==> src/hw/mee_map.svh <==
/*
 * Register offsets, reset values and scaling constants of the motion event engines.
 * Assumes it is included once by the package and by the top module.
 */
`ifndef MEE_MAP_SVH
`define MEE_MAP_SVH

// ****************************************************************
// Register offsets (6-bit word index on the register port)
// ****************************************************************
`define MEE_OFS_CTRL3 6'h00
`define MEE_OFS_HYST 6'h01
`define MEE_OFS_TILT_LO 6'h02
`define MEE_OFS_TILT_HI 6'h03
`define MEE_OFS_TILT_TMR 6'h04
`define MEE_OFS_ATH 6'h05
`define MEE_OFS_WQC 6'h06
`define MEE_OFS_TAP_LO 6'h07
`define MEE_OFS_TAP_HI 6'h08
`define MEE_OFS_TAP_DUR 6'h09
`define MEE_OFS_TAP_WIN 6'h0a
`define MEE_OFS_STATE 6'h0b
`define MEE_OFS_EVENT 6'h0c
`define MEE_OFS_TAP_DIR 6'h0d

// ****************************************************************
// Field positions and reset values
// ****************************************************************
`define MEE_CTRL3_TILT_LSB 6
`define MEE_CTRL3_TAP_LSB 3
`define MEE_CTRL3_WAKE_LSB 0
`define MEE_RST_CTRL3 8'h00
`define MEE_RST_HYST 8'h0f
`define MEE_RST_TILT_LO 8'h03
`define MEE_RST_TILT_HI 8'h0a
`define MEE_RST_TILT_TMR 8'h06
`define MEE_RST_ATH 8'h02
`define MEE_RST_WQC 8'h0a
`define MEE_RST_TAP_LO 8'h04
`define MEE_RST_TAP_HI 8'h30
`define MEE_RST_TAP_DUR 8'h41
`define MEE_RST_TAP_WIN 8'h10

// ****************************************************************
// Scaling: 1 g is 1024 counts on the sample input
// ****************************************************************
`define MEE_TILT_SHIFT 7
`define MEE_WAKE_SHIFT 8
`define MEE_TAP_SHIFT 6
`define MEE_ROT_LO_DEF 512
`define MEE_ROT_HI_DEF 887
`define MEE_HYST_DEF 15
`define MEE_HYST_MAX 45
`define MEE_LO_SLOPE 14
`define MEE_HI_SLOPE 10

`endif

==> src/hw/mee_pkg.sv <==
/*
 * Types shared by the motion event engines.
 * Assumes mee_map.svh is reachable on the include path.
 */
package mee_pkg;
`include "mee_map.svh"

   // One tri-axis sample, two's complement, 1 g = 1024 counts
   typedef struct packed {
      logic signed [15:0] x;
      logic signed [15:0] y;
      logic signed [15:0] z;
   } mee_axes_t;

   // One register port request
   typedef struct packed {
      logic [5:0] addr;
      logic [7:0] wdata;
      logic wr;
      logic rd;
   } mee_req_t;

   typedef enum logic [2:0] {MEE_FACE_UP, MEE_FACE_DOWN, MEE_VERT_POS, MEE_VERT_NEG,
                             MEE_HORIZ_POS, MEE_HORIZ_NEG} mee_orient_t;

   typedef enum logic {MEE_WAKE_IDLE, MEE_WAKE_COUNT} mee_wake_t;
endpackage

==> src/hw/mee_top.sv <==
/*
 * Orientation, wake-up and tap engines with their register file.
 * Assumes samples arrive from front-end logic on clk_sys with a one-cycle valid strobe.
 */
// Strobed register access and the placing of the registers were left to the implementer.
`timescale 1ns/10ps
`include "mee_map.svh"

module mee_top
(
   input wire logic clk_sys,
   input wire logic sys_rst,
   input wire logic smp_valid,
   input wire mee_pkg::mee_axes_t smp,
   input wire mee_pkg::mee_req_t req,
   output logic [7:0] rdata
);
   import mee_pkg::*;

   // ****************************************************************
   // Helpers
   // ****************************************************************
   // Magnitude of a 17-bit difference
   function automatic logic [16:0] absv(input logic signed [16:0] v);
      absv = v[16] ? 17'(-v) : 17'(v);
   endfunction

   // Rate divider: an engine runs on one sample in 2**sel
   function automatic logic rate_hit(input logic [7:0] cnt, input logic [2:0] sel);
      rate_hit = (cnt & 8'((9'h001 << sel) - 9'h001)) == 8'h00;
   endfunction

   function automatic logic signed [16:0] dif(input logic signed [15:0] a,
                                              input logic signed [15:0] b);
      dif = 17'(a) - 17'(b);
   endfunction

   // ****************************************************************
   // Register port
   // ****************************************************************
   logic [7:0] ctrl3, hyst, tilt_lo, tilt_hi, tilt_tmr, activity_threshold, wqc;
   logic [7:0] tap_lo, tap_hi, tap_dur, tap_win;
   logic [3:0] evt;
   logic [2:0] tap_dir;
   mee_orient_t orient;
   wire wr_hit = req.wr;

   // Software settings; upper tilt limit starts at its preset
   always_ff @(posedge clk_sys)
   begin
      if (sys_rst)
      begin
         ctrl3 <= `MEE_RST_CTRL3;
         hyst <= `MEE_RST_HYST;
         tilt_lo <= `MEE_RST_TILT_LO;
         tilt_hi <= `MEE_RST_TILT_HI;
         tilt_tmr <= `MEE_RST_TILT_TMR;
         activity_threshold <= `MEE_RST_ATH;
         wqc <= `MEE_RST_WQC;
         tap_lo <= `MEE_RST_TAP_LO;
         tap_hi <= `MEE_RST_TAP_HI;
         tap_dur <= `MEE_RST_TAP_DUR;
         tap_win <= `MEE_RST_TAP_WIN;
      end
      else if (wr_hit)
      begin
         unique case (req.addr)
            `MEE_OFS_CTRL3: ctrl3 <= req.wdata;
            `MEE_OFS_HYST: hyst <= req.wdata;
            `MEE_OFS_TILT_LO: tilt_lo <= req.wdata;
            `MEE_OFS_TILT_HI: tilt_hi <= req.wdata;
            `MEE_OFS_TILT_TMR: tilt_tmr <= req.wdata;
            `MEE_OFS_ATH: activity_threshold <= req.wdata;
            `MEE_OFS_WQC: wqc <= req.wdata;
            `MEE_OFS_TAP_LO: tap_lo <= req.wdata;
            `MEE_OFS_TAP_HI: tap_hi <= req.wdata;
            `MEE_OFS_TAP_DUR: tap_dur <= req.wdata;
            `MEE_OFS_TAP_WIN: tap_win <= req.wdata;
            default: ;
         endcase
      end
   end

   // Read mux; unmapped offsets read zero
   logic [7:0] rd_mux;
   assign rd_mux = (req.addr == `MEE_OFS_CTRL3) ? ctrl3 :
                   (req.addr == `MEE_OFS_HYST) ? hyst :
                   (req.addr == `MEE_OFS_TILT_LO) ? tilt_lo :
                   (req.addr == `MEE_OFS_TILT_HI) ? tilt_hi :
                   (req.addr == `MEE_OFS_TILT_TMR) ? tilt_tmr :
                   (req.addr == `MEE_OFS_ATH) ? activity_threshold :
                   (req.addr == `MEE_OFS_WQC) ? wqc :
                   (req.addr == `MEE_OFS_TAP_LO) ? tap_lo :
                   (req.addr == `MEE_OFS_TAP_HI) ? tap_hi :
                   (req.addr == `MEE_OFS_TAP_DUR) ? tap_dur :
                   (req.addr == `MEE_OFS_TAP_WIN) ? tap_win :
                   (req.addr == `MEE_OFS_STATE) ? {5'h00, orient} :
                   (req.addr == `MEE_OFS_EVENT) ? {4'h0, evt} :
                   (req.addr == `MEE_OFS_TAP_DIR) ? {5'h00, tap_dir} : 8'h00;

   // Read data stands only in the cycle after the strobe
   always_ff @(posedge clk_sys)
   begin
      if (sys_rst)
         rdata <= 8'h00;
      else
         rdata <= req.rd ? rd_mux : 8'h00;
   end

   // ****************************************************************
   // Engine rates
   // ****************************************************************
   logic [7:0] smp_cnt;
   wire tilt_tick = smp_valid && rate_hit(smp_cnt, {1'b0, ctrl3[`MEE_CTRL3_TILT_LSB +: 2]});
   wire tap_tick = smp_valid && rate_hit(smp_cnt, ctrl3[`MEE_CTRL3_TAP_LSB +: 3]);
   wire wake_tick = smp_valid && rate_hit(smp_cnt, ctrl3[`MEE_CTRL3_WAKE_LSB +: 3]);

   // One free-running counter divides the sample stream for all engines
   always_ff @(posedge clk_sys)
   begin
      if (sys_rst)
         smp_cnt <= 8'h00;
      else if (smp_valid)
         smp_cnt <= smp_cnt + 8'h01;
   end

   // ****************************************************************
   // Orientation engine
   // ****************************************************************
   wire [16:0] ax_full = absv(17'(smp.x));
   wire [16:0] ay_full = absv(17'(smp.y));
   wire [15:0] ax = ax_full[15:0];
   wire [15:0] ay = ay_full[15:0];
   wire [15:0] axy = (ax > ay) ? ax : ay;
   wire [8:0] tilt_g8 = 9'(axy >> `MEE_TILT_SHIFT);
   // Hysteresis widens with the setting; 15 gives the 0.5 g / 0.866 g pair
   wire [7:0] hyst_c = (hyst > 8'(`MEE_HYST_MAX)) ? 8'(`MEE_HYST_MAX) : hyst;
   wire [15:0] rot_lo = 16'(`MEE_ROT_LO_DEF + (`MEE_HYST_DEF - int'(hyst_c)) * `MEE_LO_SLOPE);
   wire [15:0] rot_hi = 16'(`MEE_ROT_HI_DEF - (`MEE_HYST_DEF - int'(hyst_c)) * `MEE_HI_SLOPE);
   // Flat at or below the lower limit; above the upper limit motion is treated as transient
   wire is_flat = tilt_g8 <= {1'b0, tilt_lo};
   wire is_jolt = tilt_g8 > {1'b0, tilt_hi};
   wire is_vert = ax < rot_lo && ay > rot_hi;
   wire is_horiz = ay < rot_lo && ax > rot_hi;

   // Candidate state; between the bands the current state stands
   mee_orient_t cand;
   assign cand = is_flat ? (smp.z[15] ? MEE_FACE_DOWN : MEE_FACE_UP) :
                 is_vert ? (smp.y[15] ? MEE_VERT_NEG : MEE_VERT_POS) :
                 is_horiz ? (smp.x[15] ? MEE_HORIZ_NEG : MEE_HORIZ_POS) : orient;

   mee_orient_t pend;
   logic [7:0] tilt_cnt;
   wire tilt_new = tilt_tick && !is_jolt && cand != orient;
   // A zero count means nothing is pending, so a stale candidate cannot shorten the wait
   wire tilt_same = pend == cand && tilt_cnt != 8'h00 && tilt_cnt != 8'hff;
   wire [7:0] tilt_next = tilt_same ? tilt_cnt + 8'h01 : 8'h01;
   // Commit once the candidate has held for the timer's count of sets
   wire tilt_commit = tilt_new && tilt_next >= tilt_tmr;

   // Debounce of a new orientation, one step per sample set taken at the tilt rate
   always_ff @(posedge clk_sys)
   begin
      if (sys_rst)
      begin
         orient <= MEE_FACE_UP;
         pend <= MEE_FACE_UP;
         tilt_cnt <= 8'h00;
      end
      else if (tilt_commit)
      begin
         orient <= cand;
         pend <= cand;
         tilt_cnt <= 8'h00;
      end
      else if (tilt_new)
      begin
         pend <= cand;
         tilt_cnt <= tilt_next;
      end
      else if (tilt_tick)
         tilt_cnt <= 8'h00;
   end
   wire orient_evt = tilt_commit;

   // ****************************************************************
   // Wake-up engine
   // ****************************************************************
   mee_wake_t wstate;
   mee_axes_t wprev, wref;
   logic [7:0] wcnt;
   // Difference against the previous sample when idle, the held reference when counting
   mee_axes_t wbase;
   assign wbase = (wstate == MEE_WAKE_COUNT) ? wref : wprev;
   // Threshold in steps of 256 raw counts, which is g/4 only at 1 g = 1024 counts
   wire [16:0] ath_c = {9'h000, activity_threshold};
   wire w_over = (absv(dif(smp.x, wbase.x)) >> `MEE_WAKE_SHIFT) > ath_c ||
                 (absv(dif(smp.y, wbase.y)) >> `MEE_WAKE_SHIFT) > ath_c ||
                 (absv(dif(smp.z, wbase.z)) >> `MEE_WAKE_SHIFT) > ath_c;
   wire w_start = wake_tick && wstate == MEE_WAKE_IDLE && w_over;
   wire w_done = wake_tick && wstate == MEE_WAKE_COUNT && w_over && wcnt + 8'h01 >= wqc;
   wire wake_evt = w_done || (w_start && wqc == 8'h00);

   // Qualification count in wake-rate periods
   always_ff @(posedge clk_sys)
   begin
      if (sys_rst)
      begin
         wstate <= MEE_WAKE_IDLE;
         wprev <= '0;
         wref <= '0;
         wcnt <= 8'h00;
      end
      else if (wake_tick)
      begin
         wprev <= smp;
         if (w_start && wqc != 8'h00)
         begin
            wstate <= MEE_WAKE_COUNT;
            wref <= smp;
            wcnt <= 8'h00;
         end
         else if (wstate == MEE_WAKE_COUNT && (!w_over || w_done))
            wstate <= MEE_WAKE_IDLE;
         else if (wstate == MEE_WAKE_COUNT)
            wcnt <= wcnt + 8'h01;
      end
   end

   // ****************************************************************
   // Tap engine
   // ****************************************************************
   mee_axes_t tprev;
   wire [16:0] jx = absv(dif(smp.x, tprev.x));
   wire [16:0] jy = absv(dif(smp.y, tprev.y));
   wire [16:0] jz = absv(dif(smp.z, tprev.z));
   wire [18:0] jerk = 19'(({2'b00, jx} + {2'b00, jy} + {2'b00, jz}) >> `MEE_TAP_SHIFT);
   wire t_high = jerk > {11'h000, tap_hi};
   wire t_low = jerk > {11'h000, tap_lo};
   // Axis of the strongest jerk component, with the sign of that axis's sample
   wire [2:0] t_dir = (jx >= jy && jx >= jz) ? {2'b00, smp.x[15]} :
                      (jy >= jz) ? {2'b01, smp.y[15]} : {2'b10, smp.z[15]};
   logic [7:0] trun, twin;
   logic [2:0] tdir_run;
   // Duration limits: the run must exceed the low nibble and stay below the high nibble
   wire t_end = tap_tick && !t_high && !t_low;
   wire t_hit = t_end && trun > {4'h0, tap_dur[3:0]} && trun < {4'h0, tap_dur[7:4]};
   wire t_double = t_hit && twin != 8'h00;
   wire t_single = tap_tick && twin == 8'h01 && !t_hit;

   // Run length above the low threshold; high-jerk samples are skipped
   always_ff @(posedge clk_sys)
   begin
      if (sys_rst)
      begin
         tprev <= '0;
         trun <= 8'h00;
         twin <= 8'h00;
         tdir_run <= 3'h0;
      end
      else if (tap_tick)
      begin
         tprev <= smp;
         if (t_low && !t_high && trun != 8'hff)
         begin
            trun <= trun + 8'h01;
            tdir_run <= t_dir;
         end
         else if (!t_high)
            trun <= 8'h00;
         // A second tap inside the window is a double; otherwise the window expiring is single
         if (t_hit && twin == 8'h00)
            twin <= (tap_win == 8'h00) ? 8'h01 : tap_win;
         else if (t_double)
            twin <= 8'h00;
         else if (twin != 8'h00)
            twin <= twin - 8'h01;
      end
   end

   // ****************************************************************
   // Event flags: write one to clear, a new event wins over the clear
   // ****************************************************************
   wire [3:0] evt_set = {t_double, t_single, wake_evt, orient_evt};
   wire [3:0] evt_clr = (req.wr && req.addr == `MEE_OFS_EVENT) ? req.wdata[3:0] : 4'h0;

   // Flags stand until acknowledged; engines never wait on them
   always_ff @(posedge clk_sys)
   begin
      if (sys_rst)
      begin
         evt <= 4'h0;
         tap_dir <= 3'h0;
      end
      else
      begin
         evt <= (evt & ~evt_clr) | evt_set;
         if (t_hit)
            tap_dir <= tdir_run;
      end
   end
endmodule

==> config.mk <==
export PLATFORM = sky130hd
export DESIGN_NAME = mee_top
export DESIGN_NICKNAME = d
export VERILOG_FILES = /design/src/hw/mee_pkg.sv /design/src/hw/mee_top.sv
export VERILOG_INCLUDE_DIRS = /design/src /design/src/hw
export SDC_FILE = /design/constraint.sdc
export NUM_CORES = 1
export LEC_CHECK = 0
export BUFFER_PORTS_ARGS = -buffer_cell sky130_fd_sc_hd__buf_2
export CAP_MARGIN = 20
export CORE_MARGIN = 5
export CORE_UTILIZATION = 35
export CTS_BUF_LIST = sky130_fd_sc_hd__clkbuf_8 sky130_fd_sc_hd__clkbuf_16
export DETAILED_ROUTE_END_ITERATION = 10
export PLACE_DENSITY = 0.58
export REMOVE_ABC_BUFFERS = 1
export SYNTH_ARGS = -nofsm -noshare
export SYNTH_HDL_FRONTEND = slang
export SYNTH_SLANG_ARGS = --single-unit
==> constraint.sdc <==
create_clock -name clk_sys -period 27.6 [get_ports clk_sys]
set_clock_uncertainty 0.05 [all_clocks]
set_input_delay 2.76 -clock clk_sys [delete_from_list [all_inputs] [get_ports clk_sys]]
set_output_delay 2.76 -clock clk_sys [all_outputs]
set_load 0.05 [all_outputs]
Word-level counts from Yosys, hierarchy flattened

Cells that the tools add are included.

Flip-flop bits (word level): 297
Bits of input ports: 67
Logic and storage cells: 235

Bitwise operators: 8
$lt $le $gt $ge: 20
Reductions and logical operators: 73
Shifts and indexed selects: 3
Equal/unequal tests: 20
Add/sub/neg operators: 27
Multiply operators: 2
Mux-type cells: 50

Operators with widths:

| kind                                               | count |
|---|---|
| two-way mux 8 bit                                  | 24 |
| two-way mux 17 bit                                 | 6 |
| negator 17 bit                                     | 6 |
| subtractor 16 x 16 -> 17 bit                       | 6 |
| greater-or-equal comparator 17 bit                 | 3 |
| greater-than comparator 16 bit                     | 3 |
| logical NOT 8 bit                                  | 6 |
| two-way mux 16 bit                                 | 3 |
| two-way mux 48 bit                                 | 1 |
| == test 6 x 4 -> 1 bit (second input constant)     | 6 |
| greater-than comparator 9 x 8 -> 1 bit             | 4 |
| adder 8 x 1 -> 8 bit (second input constant)       | 4 |
| less-than comparator 16 bit                        | 2 |
| negator 16 bit                                     | 2 |
| AND reduction 2 bit                                | 16 |
| subtractor 8 x 1 -> 8 bit (second input constant)  | 4 |
| logical AND 1 bit                                  | 30 |
| greater-than comparator 13 x 8 -> 1 bit            | 2 |
| multiplier 9 x 4 -> 13 bit (second input constant) | 2 |
| bitwise AND 8 bit                                  | 3 |
| == test 6 x 3 -> 1 bit (second input constant)     | 4 |
| two-way mux 3 bit                                  | 8 |
| nonzero test 8 bit                                 | 3 |
| adder 18 x 17 -> 19 bit                            | 1 |
| 32 further kinds                                   | 54 |

Logic depth before layout (Yosys ltp)

Depth after elaboration: 17
Gate-level depth with buffers: 49

Worst setup path before layout

No wires, ideal clock.

Kind: input to register
Start: in smp[16] (netlist bit)
End: reg twin[3]
Cell stages on the path: 42
Data arrival time: 10.536 ns
Required time: 27.436 ns
Path slack: 16.899 ns
Library setup time: 0.114 ns
Cells stage by stage: inv_1 > ha_1 > inv_1 > fa_1 > a21o_1 > a21oi_1 > o21ai_0 > a21oi_1 > o21bai_1 > a211oi_1 > or2_2 > a211oi_1 > o21a_1 > o21ai_0 > a31o_2 > clkbuf_1 > nand2_1 > xnor2_1 > [... 6 more ...] > and2_1 > nor2b_1 > o21a_1 > o21a_1 > o21a_1 > nor2_1 > ha_1 > o21a_1 > o21a_1 > o21a_1 > o21a_1 > o22a_1 > nor3_1 > and3_1 > clkbuf_1 > a21o_1 > a21oi_1 > a2111oi_0

Longest elaborated chain between the ends: 14
Elaborated cells between the ends (all ways): 19
Classes of those cells: add/sub: 4; order compare: 2; mux: 3; reduce/logical: 10

RTL lines:

| item                                                                      | RTL line                       | RTL |
|---|---|---|
| from (decl)                                                               | mee_top.sv:14                  | `input wire mee_pkg::mee_axes_t smp,` |
| subtractor 16 x 16 -> 17 bit *                                            | mee_top.sv:35                  | `dif = 17'(a) - 17'(b);` |
| negator 17 bit                                                            | mee_top.sv:25                  | `absv = v[16] ? 17'(-v) : 17'(v);` |
| two-way mux 17 bit *                                                      | mee_top.sv:25                  |  |
| adder 17 x 17 -> 18 bit *                                                 | mee_top.sv:237                 | `` wire [18:0] jerk = 19'(({2'b00, jx} + {2'b00, jy} + {2'b00, jz}) >> `MEE_TAP_SHIFT); `` |
| adder 18 x 17 -> 19 bit *                                                 | mee_top.sv:237                 |  |
| greater-than comparator 13 x 8 -> 1 bit                                   | mee_top.sv:238                 | `wire t_high = jerk > {11'h000, tap_hi};` |
| logical NOT 1 bit                                                         | n/a                            |  |
| logical AND 1 bit                                                         | mee_top.sv:246                 | `wire t_end = tap_tick && !t_high && !t_low;` |
| logical AND 1 bit *                                                       | mee_top.sv:246                 |  |
| logical AND 1 bit * (2 in a row)                                          | mee_top.sv:247                 | `wire t_hit = t_end && trun > {4'h0, tap_dur[3:0]} && trun < {4'h0, tap_dur[7:4]};` |
| logical AND 1 bit, on equally long branches                               | mee_top.sv:248, mee_top.sv:272 |  |
| nonzero test 3 bit (no line) / two-way mux 8 bit (equally long branches)  | n/a                            |  |
| AND reduction 2 bit (no line) / two-way mux 8 bit (equally long branches) | n/a                            |  |
| to (signal assigned)                                                      | mee_top.sv:273                 | `twin <= (tap_win == 8'h00) ? 8'h01 : tap_win;` |
| to (signal assigned)                                                      | mee_top.sv:277                 | `twin <= twin - 8'h01;` |
| to (decl)                                                                 | mee_top.sv:243                 | `logic [7:0] trun, twin;` |

Mark *: on every way between the ends. The rest lies on a longest branch, timed or not.
A chain may end at the register's enable or synchronous reset.

Worst setup path in the final report

Start: in smp[32] (netlist bit)
End: reg twin[3]

The elaborated chain is that of the path after synthesis.

==> flow_summary.toml <==
[placed_design]
placedCellCount = 4533
dp_slack_ps = 15630
place_congestion = 0.9101
place_area_sq_um = 28460
portBuffers = 74
place_hpwl_um = 62260

[worst_setup_path]
endpoint_kind = "flip-flop"
crit_path_max_fanout = 10
crit_top_cell = "o21a_1"
r2r_slack_ps = 17550
path_class = "in -> reg"
r2r_cells = 41
cpMaxStageDelayCell = "nor3_1"
setup.worst_path.start_class = "input pin"
arrival_ps = 11880
slowest_delay_ps = 530
crit_required_ps = 28020

[sta]
setup-tns-final_ps = 0
final.min_clock_period_ps = 11460
relSlewSlack_pct = 35.03
worst_slew_pin_slew_ps = 965.7
final.period_utilization_pct = 41.52
setup_viol = 0
rsz0062_at_grt = "no"
layout_setup_ws_ps = 16140
max_freq_mhz = 87.27
final_max_slew_viol_count = 0
hold_viol = 0

[power]
irDropWorstVdd_mv = 0.05302
cellPowerDensity_nw_per_um2 = 68.93
leakage_nw = 12.36

[yosys]
ys_warn_count = 0
ys_ff_latch = 296
syn_area_sq_um = 27200
post_synth_inst_count = 3549
synth_ff_type = "dfxtp_1"
synthArstFlopShare_pct = 0
seq_area_frac_synth_pct = 21.79
synth_edf_count = 0
yosysUniqueCellTypes = 107
avgSynthCellArea_sq_um = 7.664

[clocking]
cts_inserted_buffers = 39
cts_post_setup_buffers_inserted = 0
clock_latency_ps = 590
cts_sinks = 296
clockBufferDepth = 3
cts-resized-gates = 0
clk_pin_slew_ps = 60
cts_tree = "built"
root_buffer = "clkbuf_16"
postCtsHoldBufs = 0
htreeDepth = 2

[floorplan]
rows = 102
die_w_um = 288.8
dieArea_sq_um = 83390
die_h_um = 288.8
fp.coreArea_sq_um = 77210
initial_utilization_pct = 35.23
io_pins = 75

[drt]
num_vias = 24780
first_iter_violations = 1939
drc_errors = 0
ant_nets = 0
routedWlPerCell_um = 18.11
drt_wl_total_um = 83370
first_pass_iters = 5
vias_per_cell = 5.383

[cells_and_area]
drive_above_1_share_pct = 6.539
syn2layout_area_growth_pct = 9.297
nets = 4002
final_area_sq_um = 29730
layoutNonFillerInstCount = 4604

[grt]
first_global_vias = 23460
grt_pass1_wl_um = 131200
grt_max_degree = 78
grt_usage_pct = 19.46
antenna_found_initial = 3
grt-ovfl-total = 0

[flow_run]
cap_viol_max_count = 0

[hold_path]
hold_path_depth = 2
holdCritPathClass = "reg -> reg"

[run_status]
outcome = "complete, no violations"
==> synth_stat cells (82+ instances only) <==
cell type,count,area [sq um]
nor2_1,198,743.2
a21oi_1,310,1551
dfxtp_1,296,5926
mux2i_1,103,1031
inv_1,263,987.2
nand2_1,531,1993
nand3_1,168,840.8
o21a_1,82,615.6
xnor2_1,134,1174
ha_1,371,4642
o21ai_0,145,725.7
clkbuf_1,127,476.7
==> per-layer routing <==
layer  up-vias  part of all wire (%)  wire length [um]  track usage (%)
met1     11580                    47             38900            26.69
met5         -                     0                 0                0
met2       567                    45             37630            31.85
li1      12500                     -                 -                -
met4         0                   3.2              2656            6.025
met3       129                   5.0              4191            2.565
==> state kept, by name, summed over array words and instances, names as in the netlist, 4 cells and up <==
signal,cells
activity_threshold,8
ctrl3,8
evt,4
hyst,8
rdata,8
smp_cnt,7
tap_dur,8
tap_hi,8
tap_lo,8
tap_win,8
tilt_cnt,8
tilt_hi,8
tilt_lo,8
tilt_tmr,8
tprev,48
trun,8
twin,8
wcnt,8
wprev,48
wqc,8
wref,48
==> stage by stage <==
| stage | total power (W) | hold slack (ps) | util [%] |
|---|---|---|---|
| finish | 0.002049 | 401.5 | 38.50 |
| global route | 0.002218 | 420.5 | 38.50 |
| CTS | 0.002057 | 403.2 | 38.50 |
| detailed placement | 0.001544 | 395.6 | 36.86 |
| global placement | 0.001544 | 391.3 | 36.86 |
| floorplan | 0.001273 | 372.3 | - |
==> layout make-up <==
cell class / count / area (sq um)
Tap cell: 1040 / 1301
Antenna cell: 1 / 2.502
Clock inverter: 24 / 188.9
Fill cell: 7990 / 47480
Inverter: 265 / 997.2
Multi-Input combinational cell: 2836 / 19690
Clock buffer: 46 / 1072
Timing Repair Buffer: 96 / 541.8
Sequential cell: 296 / 5929
==> report_power, final <==
group | switching [W] | leakage (nW) | internal [W]
clock network | 0.000216 | 0.647 | 0.000281
logic | 0.000624 | 9.30 | 0.000450
registers | 0.0000250 | 2.41 | 0.000454
==> cell usage in the layout, fill, tap and decap left out, types with 10 or more instances in the layout <==
cell type	n
buf_2	73
a21boi_0	10
a22oi_1	12
xor2_1	72
nor2b_1	44
o21ai_0	145
or2_2	15
a31oi_1	19
or3_1	29
mux2_2	11
and2_1	14
and3_1	27
ha_1	371
xnor2_1	134
nand3_1	168
a211oi_1	20
nor4_1	25
nor3_1	73
mux2i_1	103
o211ai_1	15
nand2_1	531
o31ai_1	25
clkbuf_16	39
a21o_1	46
nand2b_1	38
buf_4	22
fa_1	30
a21oi_1	310
o311ai_0	11
o21a_1	82
a222oi_1	12
o31a_1	10
inv_1	270
nand4_1	39
nor2_1	197
a221oi_1	15
dfxtp_1	295
==> critical path: cells and delay by family <==
family,cells,cell delay (ps)
AOI/OAI and AO/OA,23,4720
buffers and inverters,3,420
and+or+nand+nor,7,1630
adders and majority gates,5,1710
xor gates and xnor gates,2,620
==> final timing paths <==
kind	start	end
worst min-delay path	wprev[34]$_SDFFE_PP0P_	wprev[34]$_SDFFE_PP0P_
worst max register to register	hyst[3]$_SDFFE_PP1P_	tilt_cnt[2]$_SDFFE_PP0P_
worst max-delay path	smp[32]	twin[3]$_SDFFE_PP0P_
worst min register to register	wprev[34]$_SDFFE_PP0P_	wprev[34]$_SDFFE_PP0P_
==> logic make-up after synthesis <==
kind of cell               count (synthesis)  synth area share, %
other                                      1              0.01379
AOI/OAI and AO/OA                        844                20.05
xor gates and xnor gates                 207                6.693
adders and majority gates                401                19.28
muxes                                    115                4.287
buffers and inverters                    417                6.031
and+or+nand+nor                         1268                21.86
DFF                                      296                21.79
(Power assumes the default switching activity.)
